**config.mk**
```make
export PLATFORM = sky130hd
export DESIGN_NAME = info_rom_feature
export DESIGN_NICKNAME = d
export VERILOG_FILES = /design/src/info_rom_feature.v
export VERILOG_INCLUDE_DIRS = /design/src /design/src/src
export SDC_FILE = /design/constraint.sdc
export NUM_CORES = 1
export LEC_CHECK = 0
export BUFFER_PORTS_ARGS = -buffer_cell sky130_fd_sc_hd__clkbuf_2
export CELL_PAD_IN_SITES_DETAIL_PLACEMENT = 2
export CELL_PAD_IN_SITES_GLOBAL_PLACEMENT = 2
export CORE_MARGIN = 1.5
export CORE_UTILIZATION = 14
export CTS_CLUSTER_DIAMETER = 80
export DETAILED_ROUTE_END_ITERATION = 8
export PLACE_DENSITY_LB_ADDON = 0.1
export SLEW_MARGIN = 25
export SYNTH_ARGS = -nofsm -noshare
export SYNTH_HDL_FRONTEND = slang
export SYNTH_SLANG_ARGS = --single-unit
```
**constraint.sdc**
```tcl
create_clock -name mclk_i -period 0.8 [get_ports mclk_i]
set_input_delay 0.04 -clock mclk_i [delete_from_list [all_inputs] [get_ports mclk_i]]
set_output_delay 0.04 -clock mclk_i [all_outputs]
set_load 0.05 [all_outputs]
```
**src/info_rom_regs.vh**
```
/*
  offsets, field positions and default contents of the processor information rom
  feature region (byte offsets 38h..7Ch of the 128-byte information rom).
  assumes byte addressing on an 8-bit offset; no clock or reset is implied here.
*/
`ifndef INFO_ROM_REGS_VH
`define INFO_ROM_REGS_VH

// region bounds
`define ROM_REGION_LO 8'h38
`define ROM_REGION_HI 8'h7C
`define ROM_INFO_TOP 8'h7F

// register offsets
`define OFS_PART_NUMBER_STRING 8'h38
`define OFS_PART_NUMBER_END 8'h3E
`define OFS_RESERVED_BLOCK_SIX 8'h3F
`define OFS_UNIT_SIGNATURE 8'h4D
`define OFS_UNIT_SIGNATURE_END 8'h54
`define OFS_RESERVED_BLOCK_SEVEN 8'h55
`define OFS_PART_SECTION_CHECKSUM 8'h6F
`define OFS_RESERVED_BYTE_EIGHT 8'h70
`define OFS_RESERVED_WORD_NINE 8'h71
`define OFS_THERMAL_SECTION_CHECKSUM 8'h73
`define OFS_CORE_FEATURE_FLAGS 8'h74
`define OFS_PACKAGE_FEATURE_FLAGS 8'h78
`define OFS_CORE_THREAD_COUNT 8'h79
`define OFS_EXTRA_FEATURE_FLAGS 8'h7A
`define OFS_THERMAL_ADJUST_FACTORS 8'h7B

// package feature flag bits
`define PFF_MULTI_CORE_BIT 7
`define PFF_SERIAL_SIG_BIT 6
`define PFF_ELECTRONIC_SIG_BIT 5
`define PFF_THERMAL_SENSOR_BIT 4
`define PFF_RESERVED_BIT 3
`define PFF_SCRATCH_MEM_BIT 2
`define PFF_CORE_VID_BIT 1
`define PFF_L3_CACHE_BIT 0

// core thread count fields
`define CTC_CORES_MSB 3
`define CTC_CORES_LSB 2
`define CTC_THREADS_MSB 1
`define CTC_THREADS_LSB 0

// extra feature flags reserved bit
`define XFF_RESERVED_BIT 7

// thermal adjust factor fields
`define TAF_CORRECTION_MSB 15
`define TAF_CORRECTION_LSB 8
`define TAF_TARGET_MSB 7
`define TAF_TARGET_LSB 0

// padding character and default contents
`define ASCII_SPACE 8'h20
`define DEF_PART_NUMBER 56'h20_20_20_20_20_20_20
`define DEF_UNIT_SIGNATURE 64'h0000_0000_0000_0000
`define DEF_CORE_FEATURE_FLAGS 32'h0000_0000
`define DEF_PACKAGE_FEATURE_FLAGS 8'h00
`define DEF_CORE_THREAD_COUNT 8'h00
`define DEF_EXTRA_FEATURE_FLAGS 8'h00
`define DEF_THERMAL_ADJUST 16'h0000
`define DEF_RESERVED_BYTE 8'h00

`endif

```
**src/info_rom_feature.v**
```verilog
/*
  read-only processor information rom, feature region 38h..7Ch.
  contents are fixed by parameters at build time; the read port is the
  memory component's byte port, driven by the smbus front end outside this
  block, which gives an address and strobes a read or a write.
  assumes a single clock mclk_i and the byte port synchronous to it.
*/
`include "info_rom_regs.vh"
`timescale 1ns/100ps
`default_nettype none

module info_rom_feature #(
  parameter [55:0] PART_CHARS = `DEF_PART_NUMBER,
  parameter [3:0] PART_LEN = 4'h7,
  // signature value is arbitrary
  parameter [63:0] UNIT_SIG = `DEF_UNIT_SIGNATURE,
  parameter SIG_IS_SERIAL = 0,
  parameter SIG_IS_ELECTRONIC = 1,
  parameter MULTI_CORE = 1,
  parameter THERMAL_SENSOR = 1,
  parameter SCRATCH_MEM = 1,
  parameter CORE_VID = 1,
  parameter L3_CACHE = 1,
  parameter [1:0] CORE_CODE = 2'h2,
  parameter [1:0] THREAD_CODE = 2'h2,
  parameter [31:0] EDX_FLAGS = `DEF_CORE_FEATURE_FLAGS,
  parameter [6:0] EXTRA_FLAGS = 7'h00,
  parameter [7:0] CORR_FACTOR = 8'h00,
  parameter [7:0] TEMP_TARGET = 8'h00
)(
  // clock and reset
  input wire mclk_i,
  input wire rst_b_i,
  // byte port
  input wire [7:0] addr_i,
  input wire rd_i,
  input wire wr_i,
  input wire [7:0] wdata_i,
  // read answer
  output reg [7:0] rdata_o,
  output reg rvalid_o,
  output wire in_region_o,
  output wire wr_ignored_o
);

  // part number with leading space padding; shorter strings sit in the high characters
  wire [55:0] part_padded;
  wire [63:0] sig_bytes;
  wire [7:0] pkg_flags;
  wire [7:0] ct_count;
  wire [7:0] xflags;
  wire [15:0] taf_word;
  wire [7:0] resv_byte;
  wire [7:0] part_sum;
  wire [7:0] therm_sum;
  wire [7:0] part_cks;
  wire [7:0] therm_cks;
  reg [7:0] byte_sel;
  reg [7:0] rdata_nxt;
  reg in_range;

  genvar g;
  generate
    for (g = 0; g < 7; g = g + 1)
    begin : pad
      // character g+1 at offset 38h+g; padding fills the leading positions
      // split by generate-if so no negative part-select is ever elaborated
      if (g < (7 - PART_LEN))
      begin : lead
        assign part_padded[8*g+7:8*g] = `ASCII_SPACE;
      end
      else
      begin : chars
        assign part_padded[8*g+7:8*g] = PART_CHARS[8*(g+PART_LEN-7) +: 8];
      end
    end
  endgenerate

  assign sig_bytes = UNIT_SIG;
  assign resv_byte = `DEF_RESERVED_BYTE;

  // electronic flag is dropped if both are requested, keeping them exclusive
  assign pkg_flags[`PFF_MULTI_CORE_BIT] = (MULTI_CORE != 0);
  assign pkg_flags[`PFF_SERIAL_SIG_BIT] = (SIG_IS_SERIAL != 0);
  assign pkg_flags[`PFF_ELECTRONIC_SIG_BIT] = (SIG_IS_ELECTRONIC != 0) &&
    (SIG_IS_SERIAL == 0);
  assign pkg_flags[`PFF_THERMAL_SENSOR_BIT] = (THERMAL_SENSOR != 0);
  assign pkg_flags[`PFF_RESERVED_BIT] = 1'b0;
  assign pkg_flags[`PFF_SCRATCH_MEM_BIT] = (SCRATCH_MEM != 0);
  assign pkg_flags[`PFF_CORE_VID_BIT] = (CORE_VID != 0);
  assign pkg_flags[`PFF_L3_CACHE_BIT] = (L3_CACHE != 0);

  assign ct_count = {4'h0, CORE_CODE, THREAD_CODE};
  assign xflags = {1'b0, EXTRA_FLAGS};
  assign taf_word = {CORR_FACTOR, TEMP_TARGET};

  // section sums are constant folded; no adder survives synthesis
  // every byte of 38h..6Eh is summed, reserved ones too, so a non-zero default stays covered
  assign part_sum =
    part_padded[7:0] +
    part_padded[15:8] +
    part_padded[23:16] +
    part_padded[31:24] +
    part_padded[39:32] +
    part_padded[47:40] +
    part_padded[55:48] +
    resv_byte +
    resv_byte +
    resv_byte +
    resv_byte +
    resv_byte +
    resv_byte +
    resv_byte +
    resv_byte +
    resv_byte +
    resv_byte +
    resv_byte +
    resv_byte +
    resv_byte +
    resv_byte +
    sig_bytes[7:0] +
    sig_bytes[15:8] +
    sig_bytes[23:16] +
    sig_bytes[31:24] +
    sig_bytes[39:32] +
    sig_bytes[47:40] +
    sig_bytes[55:48] +
    sig_bytes[63:56] +
    resv_byte +
    resv_byte +
    resv_byte +
    resv_byte +
    resv_byte +
    resv_byte +
    resv_byte +
    resv_byte +
    resv_byte +
    resv_byte +
    resv_byte +
    resv_byte +
    resv_byte +
    resv_byte +
    resv_byte +
    resv_byte +
    resv_byte +
    resv_byte +
    resv_byte +
    resv_byte +
    resv_byte +
    resv_byte +
    resv_byte +
    resv_byte +
    resv_byte +
    resv_byte;
  assign part_cks = 8'h00 - part_sum;
  assign therm_sum = resv_byte + resv_byte + resv_byte;
  assign therm_cks = 8'h00 - therm_sum;

  always @*
  begin
    byte_sel = resv_byte;
    in_range = (addr_i >= `ROM_REGION_LO) && (addr_i <= `ROM_REGION_HI);
    // every rom offset spelled out so a misplaced byte is visible in one place
    case (addr_i)
      8'h00: byte_sel = resv_byte;
      8'h01: byte_sel = resv_byte;
      8'h02: byte_sel = resv_byte;
      8'h03: byte_sel = resv_byte;
      8'h04: byte_sel = resv_byte;
      8'h05: byte_sel = resv_byte;
      8'h06: byte_sel = resv_byte;
      8'h07: byte_sel = resv_byte;
      8'h08: byte_sel = resv_byte;
      8'h09: byte_sel = resv_byte;
      8'h0A: byte_sel = resv_byte;
      8'h0B: byte_sel = resv_byte;
      8'h0C: byte_sel = resv_byte;
      8'h0D: byte_sel = resv_byte;
      8'h0E: byte_sel = resv_byte;
      8'h0F: byte_sel = resv_byte;
      8'h10: byte_sel = resv_byte;
      8'h11: byte_sel = resv_byte;
      8'h12: byte_sel = resv_byte;
      8'h13: byte_sel = resv_byte;
      8'h14: byte_sel = resv_byte;
      8'h15: byte_sel = resv_byte;
      8'h16: byte_sel = resv_byte;
      8'h17: byte_sel = resv_byte;
      8'h18: byte_sel = resv_byte;
      8'h19: byte_sel = resv_byte;
      8'h1A: byte_sel = resv_byte;
      8'h1B: byte_sel = resv_byte;
      8'h1C: byte_sel = resv_byte;
      8'h1D: byte_sel = resv_byte;
      8'h1E: byte_sel = resv_byte;
      8'h1F: byte_sel = resv_byte;
      8'h20: byte_sel = resv_byte;
      8'h21: byte_sel = resv_byte;
      8'h22: byte_sel = resv_byte;
      8'h23: byte_sel = resv_byte;
      8'h24: byte_sel = resv_byte;
      8'h25: byte_sel = resv_byte;
      8'h26: byte_sel = resv_byte;
      8'h27: byte_sel = resv_byte;
      8'h28: byte_sel = resv_byte;
      8'h29: byte_sel = resv_byte;
      8'h2A: byte_sel = resv_byte;
      8'h2B: byte_sel = resv_byte;
      8'h2C: byte_sel = resv_byte;
      8'h2D: byte_sel = resv_byte;
      8'h2E: byte_sel = resv_byte;
      8'h2F: byte_sel = resv_byte;
      8'h30: byte_sel = resv_byte;
      8'h31: byte_sel = resv_byte;
      8'h32: byte_sel = resv_byte;
      8'h33: byte_sel = resv_byte;
      8'h34: byte_sel = resv_byte;
      8'h35: byte_sel = resv_byte;
      8'h36: byte_sel = resv_byte;
      8'h37: byte_sel = resv_byte;
      `OFS_PART_NUMBER_STRING: byte_sel = part_padded[7:0];
      8'h39: byte_sel = part_padded[15:8];
      8'h3A: byte_sel = part_padded[23:16];
      8'h3B: byte_sel = part_padded[31:24];
      8'h3C: byte_sel = part_padded[39:32];
      8'h3D: byte_sel = part_padded[47:40];
      `OFS_PART_NUMBER_END: byte_sel = part_padded[55:48];
      `OFS_RESERVED_BLOCK_SIX: byte_sel = resv_byte;
      8'h40: byte_sel = resv_byte;
      8'h41: byte_sel = resv_byte;
      8'h42: byte_sel = resv_byte;
      8'h43: byte_sel = resv_byte;
      8'h44: byte_sel = resv_byte;
      8'h45: byte_sel = resv_byte;
      8'h46: byte_sel = resv_byte;
      8'h47: byte_sel = resv_byte;
      8'h48: byte_sel = resv_byte;
      8'h49: byte_sel = resv_byte;
      8'h4A: byte_sel = resv_byte;
      8'h4B: byte_sel = resv_byte;
      8'h4C: byte_sel = resv_byte;
      `OFS_UNIT_SIGNATURE: byte_sel = sig_bytes[7:0];
      8'h4E: byte_sel = sig_bytes[15:8];
      8'h4F: byte_sel = sig_bytes[23:16];
      8'h50: byte_sel = sig_bytes[31:24];
      8'h51: byte_sel = sig_bytes[39:32];
      8'h52: byte_sel = sig_bytes[47:40];
      8'h53: byte_sel = sig_bytes[55:48];
      `OFS_UNIT_SIGNATURE_END: byte_sel = sig_bytes[63:56];
      `OFS_RESERVED_BLOCK_SEVEN: byte_sel = resv_byte;
      8'h56: byte_sel = resv_byte;
      8'h57: byte_sel = resv_byte;
      8'h58: byte_sel = resv_byte;
      8'h59: byte_sel = resv_byte;
      8'h5A: byte_sel = resv_byte;
      8'h5B: byte_sel = resv_byte;
      8'h5C: byte_sel = resv_byte;
      8'h5D: byte_sel = resv_byte;
      8'h5E: byte_sel = resv_byte;
      8'h5F: byte_sel = resv_byte;
      8'h60: byte_sel = resv_byte;
      8'h61: byte_sel = resv_byte;
      8'h62: byte_sel = resv_byte;
      8'h63: byte_sel = resv_byte;
      8'h64: byte_sel = resv_byte;
      8'h65: byte_sel = resv_byte;
      8'h66: byte_sel = resv_byte;
      8'h67: byte_sel = resv_byte;
      8'h68: byte_sel = resv_byte;
      8'h69: byte_sel = resv_byte;
      8'h6A: byte_sel = resv_byte;
      8'h6B: byte_sel = resv_byte;
      8'h6C: byte_sel = resv_byte;
      8'h6D: byte_sel = resv_byte;
      8'h6E: byte_sel = resv_byte;
      `OFS_PART_SECTION_CHECKSUM: byte_sel = part_cks;
      `OFS_RESERVED_BYTE_EIGHT: byte_sel = resv_byte;
      `OFS_RESERVED_WORD_NINE: byte_sel = resv_byte;
      8'h72: byte_sel = resv_byte;
      `OFS_THERMAL_SECTION_CHECKSUM: byte_sel = therm_cks;
      `OFS_CORE_FEATURE_FLAGS: byte_sel = EDX_FLAGS[7:0];
      8'h75: byte_sel = EDX_FLAGS[15:8];
      8'h76: byte_sel = EDX_FLAGS[23:16];
      8'h77: byte_sel = EDX_FLAGS[31:24];
      `OFS_PACKAGE_FEATURE_FLAGS: byte_sel = pkg_flags;
      `OFS_CORE_THREAD_COUNT: byte_sel = ct_count;
      `OFS_EXTRA_FEATURE_FLAGS: byte_sel = xflags;
      `OFS_THERMAL_ADJUST_FACTORS: byte_sel = taf_word[`TAF_TARGET_MSB:`TAF_TARGET_LSB];
      8'h7C: byte_sel = taf_word[`TAF_CORRECTION_MSB:`TAF_CORRECTION_LSB];
      8'h7D: byte_sel = resv_byte;
      8'h7E: byte_sel = resv_byte;
      8'h7F: byte_sel = resv_byte;
      default: byte_sel = resv_byte;
    endcase
    // outside the region this block answers zero
    rdata_nxt = in_range ? byte_sel : 8'h00;
  end

  assign in_region_o = (addr_i >= `ROM_REGION_LO) && (addr_i <= `ROM_REGION_HI);
  // write strobe only reported; no storage exists to change
  assign wr_ignored_o = wr_i && (addr_i <= `ROM_INFO_TOP);

  always @(posedge mclk_i or negedge rst_b_i)
  begin
    if (!rst_b_i)
    begin
      rdata_o <= 8'h00;
      rvalid_o <= 1'b0;
    end
    else
    begin
      rvalid_o <= rd_i;
      if (rd_i)
      begin
        rdata_o <= rdata_nxt;
      end
    end
  end

  // wdata_i is deliberately unused: the contents are permanent
  wire unused_wdata = ^wdata_i;

endmodule

`default_nettype wire

```
---- Yosys cells after proc, flatten, opt, wreduce, memory -nomap -nowiden ----
Index checks and enable logic that the tools add are counted.
cells by class
  multiplexer cells ....................... 2
  order comparisons ....................... 3
  equality and inequality tests ........... 10
  reduce and logical (&&, ||, !) cells .... 3
operators by type and width
  operator                                                                           count
  8-bit by 6-bit == test with 1-bit output (second input constant)                   7
  8-bit by 7-bit == test with 1-bit output (second input constant)                   3
  8-bit case mux with 3 select lines                                                 1
  8-bit by 7-bit less-or-equal comparator with 1-bit output (second input constant)  2
  8-bit by 6-bit >= comparator with 1-bit output (second input constant)             1
  8-bit two-way mux                                                                  1
  8-bit OR reduction                                                                 1
  1-bit logical AND                                                                  2
word-level totals
  logic and storage cells ................. 20
  output and inout port bits .............. 11
  bits of input ports ..................... 20
  flip-flop bits (word level) ............. 9

---- Depth between registers and ports, before layout ----
  depth in word-level cells ............... 4
  gate-level depth with buffers ........... 4

---- Least setup slack after synthesis ----
Ideal clock, no wire load.
  path type ............................... in2out
  start point ............................. input port addr_i[1]
  end point ............................... output port in_region_o
  arrival time ............................ 0.966 ns
  buffers on the path ..................... 0
  cell stages on the path ................. 3
  setup slack ............................. -0.206 ns
  path through ............................ o211ai_1 > mux2i_1 > nor2_1
between the ends
  longest elaborated chain between the ends .. 2
  elaborated cells between the ends (all ways) .. 3
RTL lines
  item                                                                                                                                          RTL line                text
  from (decl)                                                                                                                                   info_rom_feature.v:35   input wire [7:0] addr_i,
  8-bit by 6-bit >= comparator with 1-bit output (no source line) or 8-bit by 7-bit less-or-equal comparator with 1-bit output (tied branches)  -
  1-bit logical AND *                                                                                                                           info_rom_feature.v:299  assign in_region_o = (addr_i >= `ROM_REGION_LO) && (addr_i <= `ROM_REGION_HI);
  to (decl)                                                                                                                                     info_rom_feature.v:42   output wire in_region_o,
Every way passes the cells marked *; elsewhere a longest branch is shown, timed or not.

==> metrics <==
status=finished, violations left; failing checks=negative setup slack; Vias=368; Clock Sinks=5; flops & latches, synth=5; Reg2Reg Capture Point=rdata_o[4]; number of global-route vias before repair=409; critical path class=register to output pin; detailed placer's ending HPWL=749.6 um; Initial Utilization=about 15%; worst min path class=input port to register; GRT Total Usage=roughly 8.5%; CTS clk-pin slew, worst paths=approximately 50 ps; Final Max Slew Viols=0; post-route ant nets=0; P&R area growth vs syn=92.31%; Die Span X=approximately 50 um; Clock H-tree levels=1; Worst Min Path Start=rd_i; Post-Syn Area=325.3 um^2; Worst Reg2Reg Path Length in Cells=2; wire length per cell=11.03 um; hold path cells=1; DP Area=461.7 um^2; clk_skew=0 ps; DRT iter0 DRCs=3; first-pass GRT wire length=1690 um; clock root cell=clkbuf_4; CP endpoint kind=output pin; Pwr per Cell Area=1211 nW/um^2; CP Launch Type=register; setup slack at placement=-181.0 ps; commonest non-fill, non-tap cells in the layout=10 x clkbuf_2, 7 x buf_8, 6 x buf_4; YS warnings=0; CP max FO=5; CP cell instances=clkbuf_8; IO Count=31; Design Area, Final=about 630 um^2; row cnt=17; Netlist cell types=20; CTS tree=done; sequential fraction of the synthesis area=38.46%; Inserted Diodes=0; GP Congestion=just over 0.6; vias per cell=3.957; WP data required=approximately 760 ps; arrival time worst endpoint=~860 ps; fmax=1105 MHz; synthesized instance count=38; Final Hold Fails=0; Crit path buffers/inverters=1; Worst Hold Endpoint=rvalid_o; P_leak=a little under 0.3 nW; Max stage delay on crit path=440 ps; final wirelength=1026 um; Finish-stage setup viols=8; drt first pass iters=3; Clock Latency Late Sink=230 ps; Max-Cap Viols=0; share of post-route cells with drive strength above 1=56.92%; Final WS setup=-104.9 ps; Period minus WS final=904.9 ps; grt total ovfl=0; CP delay by family, top=flip-flops; setup repair after global routing missed its margin=yes; Die H=51.21 um; critical path's slowest cell=dfrtp_2; die area=2622 um^2; reg2reg setup slack=120 ps; antenna violations before repair=0; Nets=86; Core Region=2212 um^2; CTS buffer count=3; largest net degree at the start of global routing=9; Clock Tree Buf Depth=2; DRC=0; worst vdd ir=511.1 uV; most common cell after layout, fill and taps aside=clkbuf_2; syn_nets=slightly below 60; Port Buf Inserts=21; crit share post-route=113.1%; Mapped Avg Cell Area=~8.6 um^2; FF-to-FF Start=rdata_o[4]
area by class of cell:
class,count,area (um^2)
Timing Repair Buffer,28,265.3
Multi-Input combinational cell,24,153.9
Fill cell,272,1587
Clock buffer,4,26.28
Inverter,4,15.01
Tap cell,28,35.03
Sequential cell,5,130.1
cell usage after synthesis:
cell type,count,area [um^2]
mux2i_1,3,30.03
o211ai_1,1,7.510
nand3_1,1,5.000
a21o_2,1,8.760
o21a_1,1,7.510
a21oi_1,1,5.000
nand2_1,4,15.01
buf_4,4,30.03
nand4_1,1,6.260
dfrtp_1,5,125.1
o32ai_1,1,8.760
o21ai_1,1,5.000
inv_1,4,15.01
conb_1,1,3.750
nand2b_1,1,6.260
and4bb_2,1,12.51
nor2b_1,1,6.260
o22ai_1,2,12.51
buf_1,1,3.750
nor2_1,3,11.26
worst max path at each step:
stage / startpoint / end / slack, ps / cells past startpoint
global placement: addr_i[1] / rdata_o[5] / -150 / 5
global route: rdata_o[4] / rdata_o[4] / -140 / 1
floorplan: rdata_o[4] / rdata_o[4] / -30 / 2
finish: rdata_o[4] / rdata_o[0] / -100 / 1
CTS: rdata_o[4] / rdata_o[0] / -120 / 1
detailed placement: addr_i[1] / rdata_o[5] / -180 / 5
report_power, final:
group | internal [W] | switching (W) | leakage, nW
clock | 0.000188 | 0.0000977 | 0.0150
sequential | 0.000259 | 0.00000352 | 0.0608
combinational | 0.0000980 | 0.000112 | 0.213
timing repair:
| action | CTS | global route |
|---|---|---|
| endpoints found under the setup margin | 9 | 9 |
| setup buffers | 1 | 2 |
| endpoints found under the hold margin | 5 | 0 |
| pin swaps | 1 | 3 |
| hold buffers | 1 | 0 |
| resized for setup | 19 | 10 |
registers in the layout (all words and copies together), names as in the netlist:
name      flops
rdata_o       4
rvalid_o      1
metal layers:
layer  GRT usage, %  wire length (um)
met1          9.821               431
met2          14.50               544
met3          3.216                50
met4          2.703                 0
met5              0                 0
per-stage QoR:
stage          cells  util (%)  total power [W]  hold slack, ps  setup TNS, ps
4_1_cts           91     26.81        0.0007576           39.11         -692.2
5_1_grt           93     28.28        0.0008238           31.21         -964.2
3_3_place_gp      85     20.87        0.0004334          -131.6         -273.4
3_5_place_dp      85     20.87        0.0004333          -129.3         -319.4
2_1_floorplan     38         -        0.0003610          -255.6         -26.50
6_report          93     28.28        0.0007579           32.83         -546.8
kinds of logic after synthesis:
logic type      share of synthesized area (%)
simple gates                            19.23
buf+inv                                 15.00
compound gates                          16.92
flops                                   38.46
mux                                     9.231
other cells                             1.153
(Power assumes the default switching activity.)
